## src/pkg/tmr_regs.svh

```systemverilog
// Behaviour
// - Clear-on-match-A bit set: counter clears on compare match A, else free runs.
// - Clock select 000/001/010/011 counts every 1/2/4/8 system clocks.
// - Clock select 1XX counts rising edges of the external event input.
// - Select 000 counts subclock ticks while in sub-active or sub-sleep mode.
// - Level bit D drives compare pin D until the first match D.
// - Level bit C drives compare pin C until the first match C.
// - Level bit B drives compare pin B until the first match B.
// - Level bit A drives compare pin A until the first match A.
// - A write to a level bit reaches its pin at once.
// - Overflow enable gates the overflow interrupt request.
// - Enable D gates the match D interrupt request.
// - Enable C gates the match C interrupt request.
// - Enable B gates the match B interrupt request.
// - Enable A gates the match A interrupt request.
// - Enable register bits 6 to 4 ignore writes and read as one.
// - Overflow flag sets when the counter wraps from FFFF to 0000, except when that step is a clear on match A.
// - A flag clears only by reading it as one, then writing zero.
// - Match flag A sets when the counter equals general register A.
`ifndef TMR_REGS_SVH
`define TMR_REGS_SVH
`define ADDR_CONTROL 12'h000
`define ADDR_IRQ_ENABLE 12'h004
`define ADDR_STATUS 12'h008
`define ADDR_COUNT 12'h00C
`define ADDR_GENERAL_A 12'h010
`define ADDR_GENERAL_B 12'h014
`define ADDR_GENERAL_C 12'h018
`define ADDR_GENERAL_D 12'h01C
`define CTRL_CLEAR_BIT 7
`define CTRL_CKS_HI 6
`define CTRL_CKS_LO 4
`define IE_OVF_BIT 7
`define IE_RSVD_BITS 8'h70
`define STAT_RSVD_BITS 8'h70
`define STAT_OVF_BIT 7
`define CONTROL_RESET 8'h00
`define IE_RESET 8'h00
`define COUNT_MAX 16'hFFFF
`define COUNT_ZERO 16'h0000
`define GENERAL_RESET 16'hFFFF
`define DIV_MAX 3'h7
`endif

```

## src/pkg/tmr_pkg.sv

```systemverilog
package tmr_pkg;
   typedef enum logic [2:0] {
      SEL_DIV1 = 3'h0,
      SEL_DIV2 = 3'h1,
      SEL_DIV4 = 3'h2,
      SEL_DIV8 = 3'h3
   } clk_sel_t;
endpackage

```

## src/logic/timer_core.sv

```systemverilog
`timescale 1ns/1ps
`include "tmr_regs.svh"
module timer_core (
   input wire logic pclk, // APB clock, 20 MHz
   input wire logic presetn, // Async reset, active low
   input wire logic psel, // APB select
   input wire logic penable, // APB enable
   input wire logic pwrite, // APB direction
   input wire logic [11:0] paddr, // APB byte address
   input wire logic [31:0] pwdata, // APB write data
   output logic [31:0] prdata, // APB read data
   output logic pready, // APB ready
   output logic pslverr, // APB error
   input wire logic external_event_in, // External count event pin
   input wire logic subclock_in, // Subclock pin
   input wire logic low_power_mode, // Sub-active or sub-sleep mode
   output logic [3:0] compare_pin, // Compare outputs D..A as [3:0]
   output logic overflow_irq, // Overflow request
   output logic [3:0] match_irq // Match requests D..A as [3:0]
);
   // ****************************************************************
   // Registers and synchronisers
   // ****************************************************************
   logic [7:0] timer_control;
   logic [7:0] timer_interrupt_enable;
   logic [4:0] timer_status; // [4] overflow, [3:0] match D..A
   logic [4:0] flag_seen;
   logic [15:0] count_value;
   logic [15:0] general_reg [4];
   logic [3:0] matched_once;
   logic [2:0] div_count;
   logic [2:0] ev_sync;
   logic [2:0] sub_sync;
   logic [1:0] lp_sync;
   logic count_tick;
   logic [3:0] match_now;
   logic wr_en;
   logic rd_en;
   logic addr_ok;
   logic [31:0] next_prdata;
   logic [3:0] next_pin;

   function automatic logic tick_of(input logic [2:0] sel, input logic [2:0] div);
      unique case (sel[1:0])
         2'h0: tick_of = 1'b1;
         2'h1: tick_of = div[0];
         2'h2: tick_of = &div[1:0];
         default: tick_of = &div;
      endcase
   endfunction

   assign wr_en = psel && penable && pwrite;
   assign rd_en = psel && penable && !pwrite;
   assign addr_ok = (paddr <= `ADDR_GENERAL_D) && (paddr[1:0] == 2'h0);

   always_ff @(posedge pclk or negedge presetn) begin
      if (!presetn) begin
         ev_sync <= 3'h0;
         sub_sync <= 3'h0;
         lp_sync <= 2'h0;
      end else begin
         ev_sync <= {ev_sync[1:0], external_event_in};
         sub_sync <= {sub_sync[1:0], subclock_in};
         lp_sync <= {lp_sync[0], low_power_mode};
      end
   end

   // ****************************************************************
   // Clock source selection
   // ****************************************************************
   always_ff @(posedge pclk or negedge presetn) begin
      if (!presetn) begin
         div_count <= 3'h0;
      end else begin
         div_count <= div_count + 3'h1;
      end
   end

   always_comb begin
      if (timer_control[`CTRL_CKS_HI]) begin
         count_tick = ev_sync[1] && !ev_sync[2];
      end else if (timer_control[`CTRL_CKS_HI:`CTRL_CKS_LO] == tmr_pkg::SEL_DIV1 && lp_sync[1]) begin
         count_tick = sub_sync[1] && !sub_sync[2];
      end else begin
         count_tick = tick_of(timer_control[`CTRL_CKS_HI:`CTRL_CKS_LO], div_count);
      end
   end

   // ****************************************************************
   // Counter
   // ****************************************************************
   always_comb begin
      for (int i = 0; i < 4; i++) begin
         match_now[i] = count_tick && (count_value == general_reg[i]);
      end
   end

   always_ff @(posedge pclk or negedge presetn) begin
      if (!presetn) begin
         count_value <= `COUNT_ZERO;
      end else if (wr_en && paddr == `ADDR_COUNT) begin
         count_value <= pwdata[15:0];
      end else if (count_tick) begin
         if (timer_control[`CTRL_CLEAR_BIT] && match_now[0]) begin
            count_value <= `COUNT_ZERO;
         end else begin
            count_value <= count_value + 16'h1;
         end
      end
   end

   always_ff @(posedge pclk or negedge presetn) begin
      if (!presetn) begin
         for (int i = 0; i < 4; i++) begin
            general_reg[i] <= `GENERAL_RESET;
         end
      end else if (wr_en && paddr >= `ADDR_GENERAL_A && paddr <= `ADDR_GENERAL_D) begin
         general_reg[paddr[3:2]] <= pwdata[15:0];
      end
   end

   // ****************************************************************
   // Control and enable registers
   // ****************************************************************
   always_ff @(posedge pclk or negedge presetn) begin
      if (!presetn) begin
         timer_control <= `CONTROL_RESET;
         timer_interrupt_enable <= `IE_RESET;
      end else if (wr_en) begin
         if (paddr == `ADDR_CONTROL) begin
            timer_control <= pwdata[7:0];
         end
         if (paddr == `ADDR_IRQ_ENABLE) begin
            timer_interrupt_enable <= pwdata[7:0] & ~`IE_RSVD_BITS;
         end
      end
   end

   // ****************************************************************
   // Status flags: set wins over clear
   // ****************************************************************
   always_ff @(posedge pclk or negedge presetn) begin
      if (!presetn) begin
         timer_status <= 5'h00;
         flag_seen <= 5'h00;
      end else begin
         for (int i = 0; i < 5; i++) begin
            if ((i == 4) ? (count_tick && count_value == `COUNT_MAX
                  && !(timer_control[`CTRL_CLEAR_BIT] && match_now[0]))
                  : match_now[i]) begin
               timer_status[i] <= 1'b1;
            end else if (wr_en && paddr == `ADDR_STATUS && flag_seen[i]
                  && !pwdata[(i == 4) ? `STAT_OVF_BIT : i]) begin
               timer_status[i] <= 1'b0;
            end
         end
         if (rd_en && paddr == `ADDR_STATUS) begin
            flag_seen <= timer_status;
         end else if (wr_en && paddr == `ADDR_STATUS) begin
            flag_seen <= 5'h00;
         end
      end
   end

   // ****************************************************************
   // Compare outputs
   // ****************************************************************
   always_comb begin
      for (int i = 0; i < 4; i++) begin
         if (!matched_once[i]) begin
            next_pin[i] = timer_control[i];
         end else begin
            next_pin[i] = compare_pin[i] ^ match_now[i];
         end
      end
      if (wr_en && paddr == `ADDR_CONTROL) begin
         next_pin = pwdata[3:0];
      end
   end

   always_ff @(posedge pclk or negedge presetn) begin
      if (!presetn) begin
         compare_pin <= 4'h0;
         matched_once <= 4'h0;
      end else begin
         compare_pin <= next_pin;
         matched_once <= matched_once | match_now;
      end
   end

   // ****************************************************************
   // Interrupt requests
   // ****************************************************************
   always_ff @(posedge pclk or negedge presetn) begin
      if (!presetn) begin
         overflow_irq <= 1'b0;
         match_irq <= 4'h0;
      end else begin
         overflow_irq <= timer_status[4] && timer_interrupt_enable[`IE_OVF_BIT];
         match_irq <= timer_status[3:0] & timer_interrupt_enable[3:0];
      end
   end

   // ****************************************************************
   // APB slave
   // ****************************************************************
   always_comb begin
      next_prdata = 32'h0;
      unique case (paddr)
         `ADDR_CONTROL: next_prdata[7:0] = timer_control;
         `ADDR_IRQ_ENABLE: next_prdata[7:0] = timer_interrupt_enable | `IE_RSVD_BITS;
         `ADDR_STATUS: next_prdata[7:0] = {timer_status[4], 3'h7, timer_status[3:0]};
         `ADDR_COUNT: next_prdata[15:0] = count_value;
         `ADDR_GENERAL_A, `ADDR_GENERAL_B, `ADDR_GENERAL_C, `ADDR_GENERAL_D:
            next_prdata[15:0] = general_reg[paddr[3:2]];
         default: next_prdata = 32'h0;
      endcase
   end

   always_ff @(posedge pclk or negedge presetn) begin
      if (!presetn) begin
         prdata <= 32'h0;
         pready <= 1'b0;
         pslverr <= 1'b0;
      end else begin
         pready <= psel && !penable;
         pslverr <= psel && !penable && !addr_ok;
         prdata <= (psel && !penable && !pwrite) ? next_prdata : 32'h0;
      end
   end

   // ****************************************************************
   // Checks: interrupt gating, reserved bits, register reset and ready pulse
   // ****************************************************************
   ovf_irq_gate_a: assert property (@(posedge pclk) disable iff (!presetn)
      overflow_irq == $past(timer_status[4] && timer_interrupt_enable[`IE_OVF_BIT]))
      else $error("overflow request not gated by enable");

   match_irq_gate_a: assert property (@(posedge pclk) disable iff (!presetn)
      match_irq == $past(timer_status[3:0] & timer_interrupt_enable[3:0]))
      else $error("match request not gated by enable");

   ie_reserved_a: assert property (@(posedge pclk) disable iff (!presetn)
      (timer_interrupt_enable & `IE_RSVD_BITS) == 8'h00)
      else $error("reserved enable bits stored");

   reset_clear_a: assert property (@(posedge pclk)
      !$past(presetn) |-> timer_control == `CONTROL_RESET
         && timer_interrupt_enable == `IE_RESET)
      else $error("control bits not cleared by reset");

   ready_pulse_a: assert property (@(posedge pclk) disable iff (!presetn)
      pready |=> !pready)
      else $error("ready held for more than one cycle");

   // ****************************************************************
   // Checks: counter and clock source
   // ****************************************************************
   clear_on_a_a: assert property (@(posedge pclk) disable iff (!presetn)
      count_tick && match_now[0] && timer_control[`CTRL_CLEAR_BIT] && !wr_en
         |=> count_value == `COUNT_ZERO)
      else $error("counter not cleared on match A");

   wrap_flag_a: assert property (@(posedge pclk) disable iff (!presetn)
      count_tick && count_value == `COUNT_MAX && !wr_en && !timer_control[`CTRL_CLEAR_BIT]
         |=> timer_status[4])
      else $error("overflow flag not set on wrap");

   match_flag_a: assert property (@(posedge pclk) disable iff (!presetn)
      match_now[0] |=> timer_status[0])
      else $error("match flag A not set");

   div1_tick_a: assert property (@(posedge pclk) disable iff (!presetn)
      timer_control[`CTRL_CKS_HI:`CTRL_CKS_LO] == tmr_pkg::SEL_DIV1 && !lp_sync[1]
         |-> count_tick)
      else $error("undivided clock missed a tick");

   div8_tick_a: assert property (@(posedge pclk) disable iff (!presetn)
      timer_control[`CTRL_CKS_HI:`CTRL_CKS_LO] == tmr_pkg::SEL_DIV8 && count_tick
         |=> !count_tick [*7])
      else $error("divide by eight ticks too often");

   event_tick_a: assert property (@(posedge pclk) disable iff (!presetn)
      timer_control[`CTRL_CKS_HI] && count_tick |=> !count_tick)
      else $error("event select counted twice for one edge");

   sub_tick_a: assert property (@(posedge pclk) disable iff (!presetn)
      timer_control[`CTRL_CKS_HI:`CTRL_CKS_LO] == tmr_pkg::SEL_DIV1 && lp_sync[1]
         && !sub_sync[1] |-> !count_tick)
      else $error("subclock mode counted without subclock edge");

   // ****************************************************************
   // Checks: status flags
   // ****************************************************************
   flag_clear_a: assert property (@(posedge pclk) disable iff (!presetn)
      $fell(timer_status[0]) |-> $past(wr_en && paddr == `ADDR_STATUS && flag_seen[0]))
      else $error("flag cleared without read then write");

   flag_sticky_a: assert property (@(posedge pclk) disable iff (!presetn)
      timer_status[4] && !(wr_en && paddr == `ADDR_STATUS) |=> timer_status[4])
      else $error("overflow flag dropped without a write");

   // ****************************************************************
   // Checks: compare outputs
   // ****************************************************************
   level_now_a: assert property (@(posedge pclk) disable iff (!presetn)
      wr_en && paddr == `ADDR_CONTROL |=> compare_pin == $past(pwdata[3:0]))
      else $error("level write not reflected");

   level_hold_d_a: assert property (@(posedge pclk) disable iff (!presetn)
      !matched_once[3] && !(wr_en && paddr == `ADDR_CONTROL) |=> compare_pin[3] == timer_control[3])
      else $error("pin D left its level before a match");

   level_hold_c_a: assert property (@(posedge pclk) disable iff (!presetn)
      !matched_once[2] && !(wr_en && paddr == `ADDR_CONTROL) |=> compare_pin[2] == timer_control[2])
      else $error("pin C left its level before a match");

   level_hold_b_a: assert property (@(posedge pclk) disable iff (!presetn)
      !matched_once[1] && !(wr_en && paddr == `ADDR_CONTROL) |=> compare_pin[1] == timer_control[1])
      else $error("pin B left its level before a match");

   level_hold_a_a: assert property (@(posedge pclk) disable iff (!presetn)
      !matched_once[0] && !(wr_en && paddr == `ADDR_CONTROL) |=> compare_pin[0] == timer_control[0])
      else $error("pin A left its level before a match");

   // ****************************************************************
   // Cover points
   // ****************************************************************
   sub_cov: cover property (@(posedge pclk) disable iff (!presetn) lp_sync[1] && count_tick);
   ovf_cov: cover property (@(posedge pclk) disable iff (!presetn) $rose(overflow_irq));
   match_cov: cover property (@(posedge pclk) disable iff (!presetn) $rose(match_irq[0]));
   clear_cov: cover property (@(posedge pclk) disable iff (!presetn) $fell(timer_status[0]));
   ext_cov: cover property (@(posedge pclk) disable iff (!presetn)
      timer_control[6] && count_tick);
endmodule

```

## config.mk

```make
export PLATFORM = sky130hd
export DESIGN_NAME = timer_core
export DESIGN_NICKNAME = d
export VERILOG_FILES = /design/src/pkg/tmr_pkg.sv /design/src/logic/timer_core.sv
export VERILOG_INCLUDE_DIRS = /design/src /design/src/pkg
export SDC_FILE = /design/constraint.sdc
export NUM_CORES = 1
export LEC_CHECK = 0
export ABC_AREA = 1
export BUFFER_PORTS_ARGS = -buffer_cell sky130_fd_sc_hd__buf_2
export CAP_MARGIN = 20
export CORE_MARGIN = 8
export CORE_UTILIZATION = 59
export CTS_CLUSTER_SIZE = 12
export DETAILED_ROUTE_END_ITERATION = 6
export PLACE_DENSITY = 0.91
export SLEW_MARGIN = 15
export SYNTH_ARGS = -nofsm -noshare
export SYNTH_HDL_FRONTEND = slang
export SYNTH_SLANG_ARGS = --single-unit
```

## constraint.sdc

```tcl
create_clock -name pclk -period 2.2 [get_ports pclk]
set_input_delay 0.44 -clock pclk [delete_from_list [all_inputs] [get_ports pclk]]
set_output_delay 0.44 -clock pclk [all_outputs]
set_load 0.01 [all_outputs]
```

==> impl_metrics.toml <==
[outcome]
status = "finished clean"

[layout]
layout_commonest_cell = "nand2_1"
drive_gt1_share_pct = 25.5
mostFrequentLayoutCells = "nand2_1 (402), inv_1 (124), nor2_1 (81)"
fin_area_mm2 = 0.00943
ff_latch_area_mm2 = 0.00371
multi_input_area_mm2 = 0.00376
n_fill_cell = 1091
fin_nets = 1207
area_growth_pct = 12.7
fin_util_pct = 67.9
fin_cells = 1345
diodes = 0
largest_reg_flops = 64

[drt]
drt_wl_total_mm = 22.8
drtAntennaViolNets = 0
drc = 0
vias_per_cell = 5.62
vias = 7565
drt_pass1_iterations = 7
wl_per_cell_um = 17.0
drtIter0Drc = 822

[synth]
ys_ff_latch = 145
synth.area.top_cells = "dfrtp_1 (24%), dfstp_2 (20%), nand2_1 (18%), o21ai_2 (6.1%), inv_1 (5.6%)"
ys.flop_type = "dfrtp_1"
ys_seq_area_share_pct = 44.3
synth_cell_types = 40
syn_area_mm2 = 0.00836
yosys.area_share.adder_pct = 0.449
synth-xor-area-share_pct = 1.05
yosys.area.top_type = "dfrtp_1"
yosysTopAreaCellShare_pct = 24.2
yosys_warnings = 0
synth_simple_gate_area_share_pct = 27.9
postSynthCellCount = 1079
synthMuxAreaShare_pct = 0
async_reset_ff_share_pct = 100
postSynthAreaPerCell_um2 = 7.75
synth_edf_count = 0
synth_top_family_by_area = "simple AND/OR/NAND/NOR gates"
synth_compound_area_share_pct = 14.7

[min_path]
hold_class = "input pin to register"

[critical_path]
rr_worst_depth = 8
worstSetupPathType = "register to register"
worst_setup_path_start_kind = "register"
reg2reg_from = "count_value[1]$_DFFE_PN0P_"
cp.required_ps = 2510
r2r_end = "count_value[12]$_DFFE_PN0P_"
path_max_fanout = 8
end_kind = "register"
startpoint = "count_value[1]$_DFFE_PN0P_"
reg2reg_slack_ps = 130
critical_path.endpoint = "count_value[12]$_DFFE_PN0P_"
arrival_ps = 2380

[grt]
overflow = 0
grt_pass1_vias = 7388
use_met2_pct = 41.1
grt_pass1_wl_mm = 36.4
met1_usage_pct = 31.0
grt.busiest_layer = "met2"
antenna_found_initial = 0
grt.met3_usage_pct = 6.13
grt_max_degree = 59
track_usage_pct = 25.5

[floorplan]
ios = 95
die_x_um = 135
start_util_pct = 60.2
die_h_um = 135
dieArea_mm2 = 0.0182
core_area_mm2 = 0.0139
row_count = 43

[timing]
max_slew_margin_pct = 52.1
timing.final.crit_share_pct = 94.1
rsz0062_at_grt = "false"
hold_viol = 0
max_freq_mhz = 483
slew_violations = 0
period_minus_slack_ps = 2070
setup_viol = 0
worst_slew_pin_slew_ps = 716
setup_tns_ps = 0
skew_ps = 10.1

[power_and_ir_drop]
power_density_mw_per_mm2 = 737
peakVddDrop_v = 0.000631
p_leak_nw = 4.46

[cts]
cts.sinks = 145
path_clk_slew_ps = 60
cts_made_buffers = 17
clock_tree.root_cell = "clkbuf_16"
h-tree-depth = 4
clockBufferDepth = 2
cts_tree = "built"
clock_latency_ps = 440

[placed_design]
hpwl_mm = 16.0
place_inst = 1311
port-buffer-count = 62
gp_congestion = 1.06
place_area_mm2 = 0.00877

[run]
drv_cap = 0
per-layer routing:
layer,part of all wire [%],routed length [um]
met5,0,0
met4,4.4,1010
met3,11,2410
met2,47,10700
met1,38,8760
timing repair:
| item | CTS | global route |
|---|---|---|
| setup endpoints to repair | 0 | 16 |
| hold buffers | 1 | 0 |
| buffers inserted | 0 | 0 |
| gates resized for setup | 0 | 6 |
| hold endpoints to repair | 38 | 0 |
report_power, final:
part	total [W]	internal, W	leakage (nW)	switching (W)
combinational	0.00103	0.000326	2.47	0.000701
sequential	0.00284	0.00275	1.69	0.0000886
clock	0.00308	0.00195	0.307	0.00113
total	0.00695	0.00502	4.46	0.00192
critical path, stage by stage (launching register included):
cell	delay, ps
dfrtp_1	500
ha_1	270
nand2_1	110
nor3_2	410
nand2_1	170
nor2_1	230
nand2_1	80
nand4_1	100
nand2_1	70
how the worst min path moves through the flow:
stage          cells after the start                        to  slack (ps)            startpoint
6_report                           1      ev_sync[0]$_DFF_PN0_         110     external_event_in
3_5_place_dp                       0      ev_sync[1]$_DFF_PN0_         340  ev_sync[0]$_DFF_PN0_
5_1_grt                            1      ev_sync[0]$_DFF_PN0_         110     external_event_in
4_1_cts                            1      ev_sync[0]$_DFF_PN0_         100     external_event_in
2_1_floorplan                      0  compare_pin[0]$_DFF_PN0_         140               presetn
3_3_place_gp                       0      ev_sync[1]$_DFF_PN0_         330  ev_sync[0]$_DFF_PN0_
cells by family after synthesis:
logic type / after synthesis
buffers and inverters: 192
other: 1
xor gates and xnor gates: 10
AOI/OAI and AO/OA: 170
adders and majority gates: 3
and+or+nand+nor: 558
DFF: 145
cells in the mapped netlist (all sizes together), types with 3 or more instances:
cell type / count
nand2: 411
inv: 137
o21ai: 100
nor2: 96
dfrtp: 81
dfstp: 64
buf: 51
a22oi: 24
nand3: 24
a21oi: 17
nand4: 14
o22ai: 14
xor2: 10
a31oi: 8
nor3: 6
o31ai: 5
or2: 4
ha: 3
area by class of cell:
type	instances	area share, %
well taps	180	2.39
multi-input cells	758	39.9
flip-flops and latches	145	39.4
repair buffers	91	6.23
clock inverters	11	1.71
clock buffers	21	4.88
inverters	139	5.53
stage by stage:
stage          setup WS, ps  hold slack [ps]  power, W
2_1_floorplan           508              144   0.00346
3_3_place_gp            138              334   0.00380
3_5_place_dp           66.1              336   0.00383
4_1_cts                40.7              100   0.00690
5_1_grt                49.4              107   0.00716
6_report                130              109   0.00695
No activity file was read; power rests on OpenSTA's default activity.
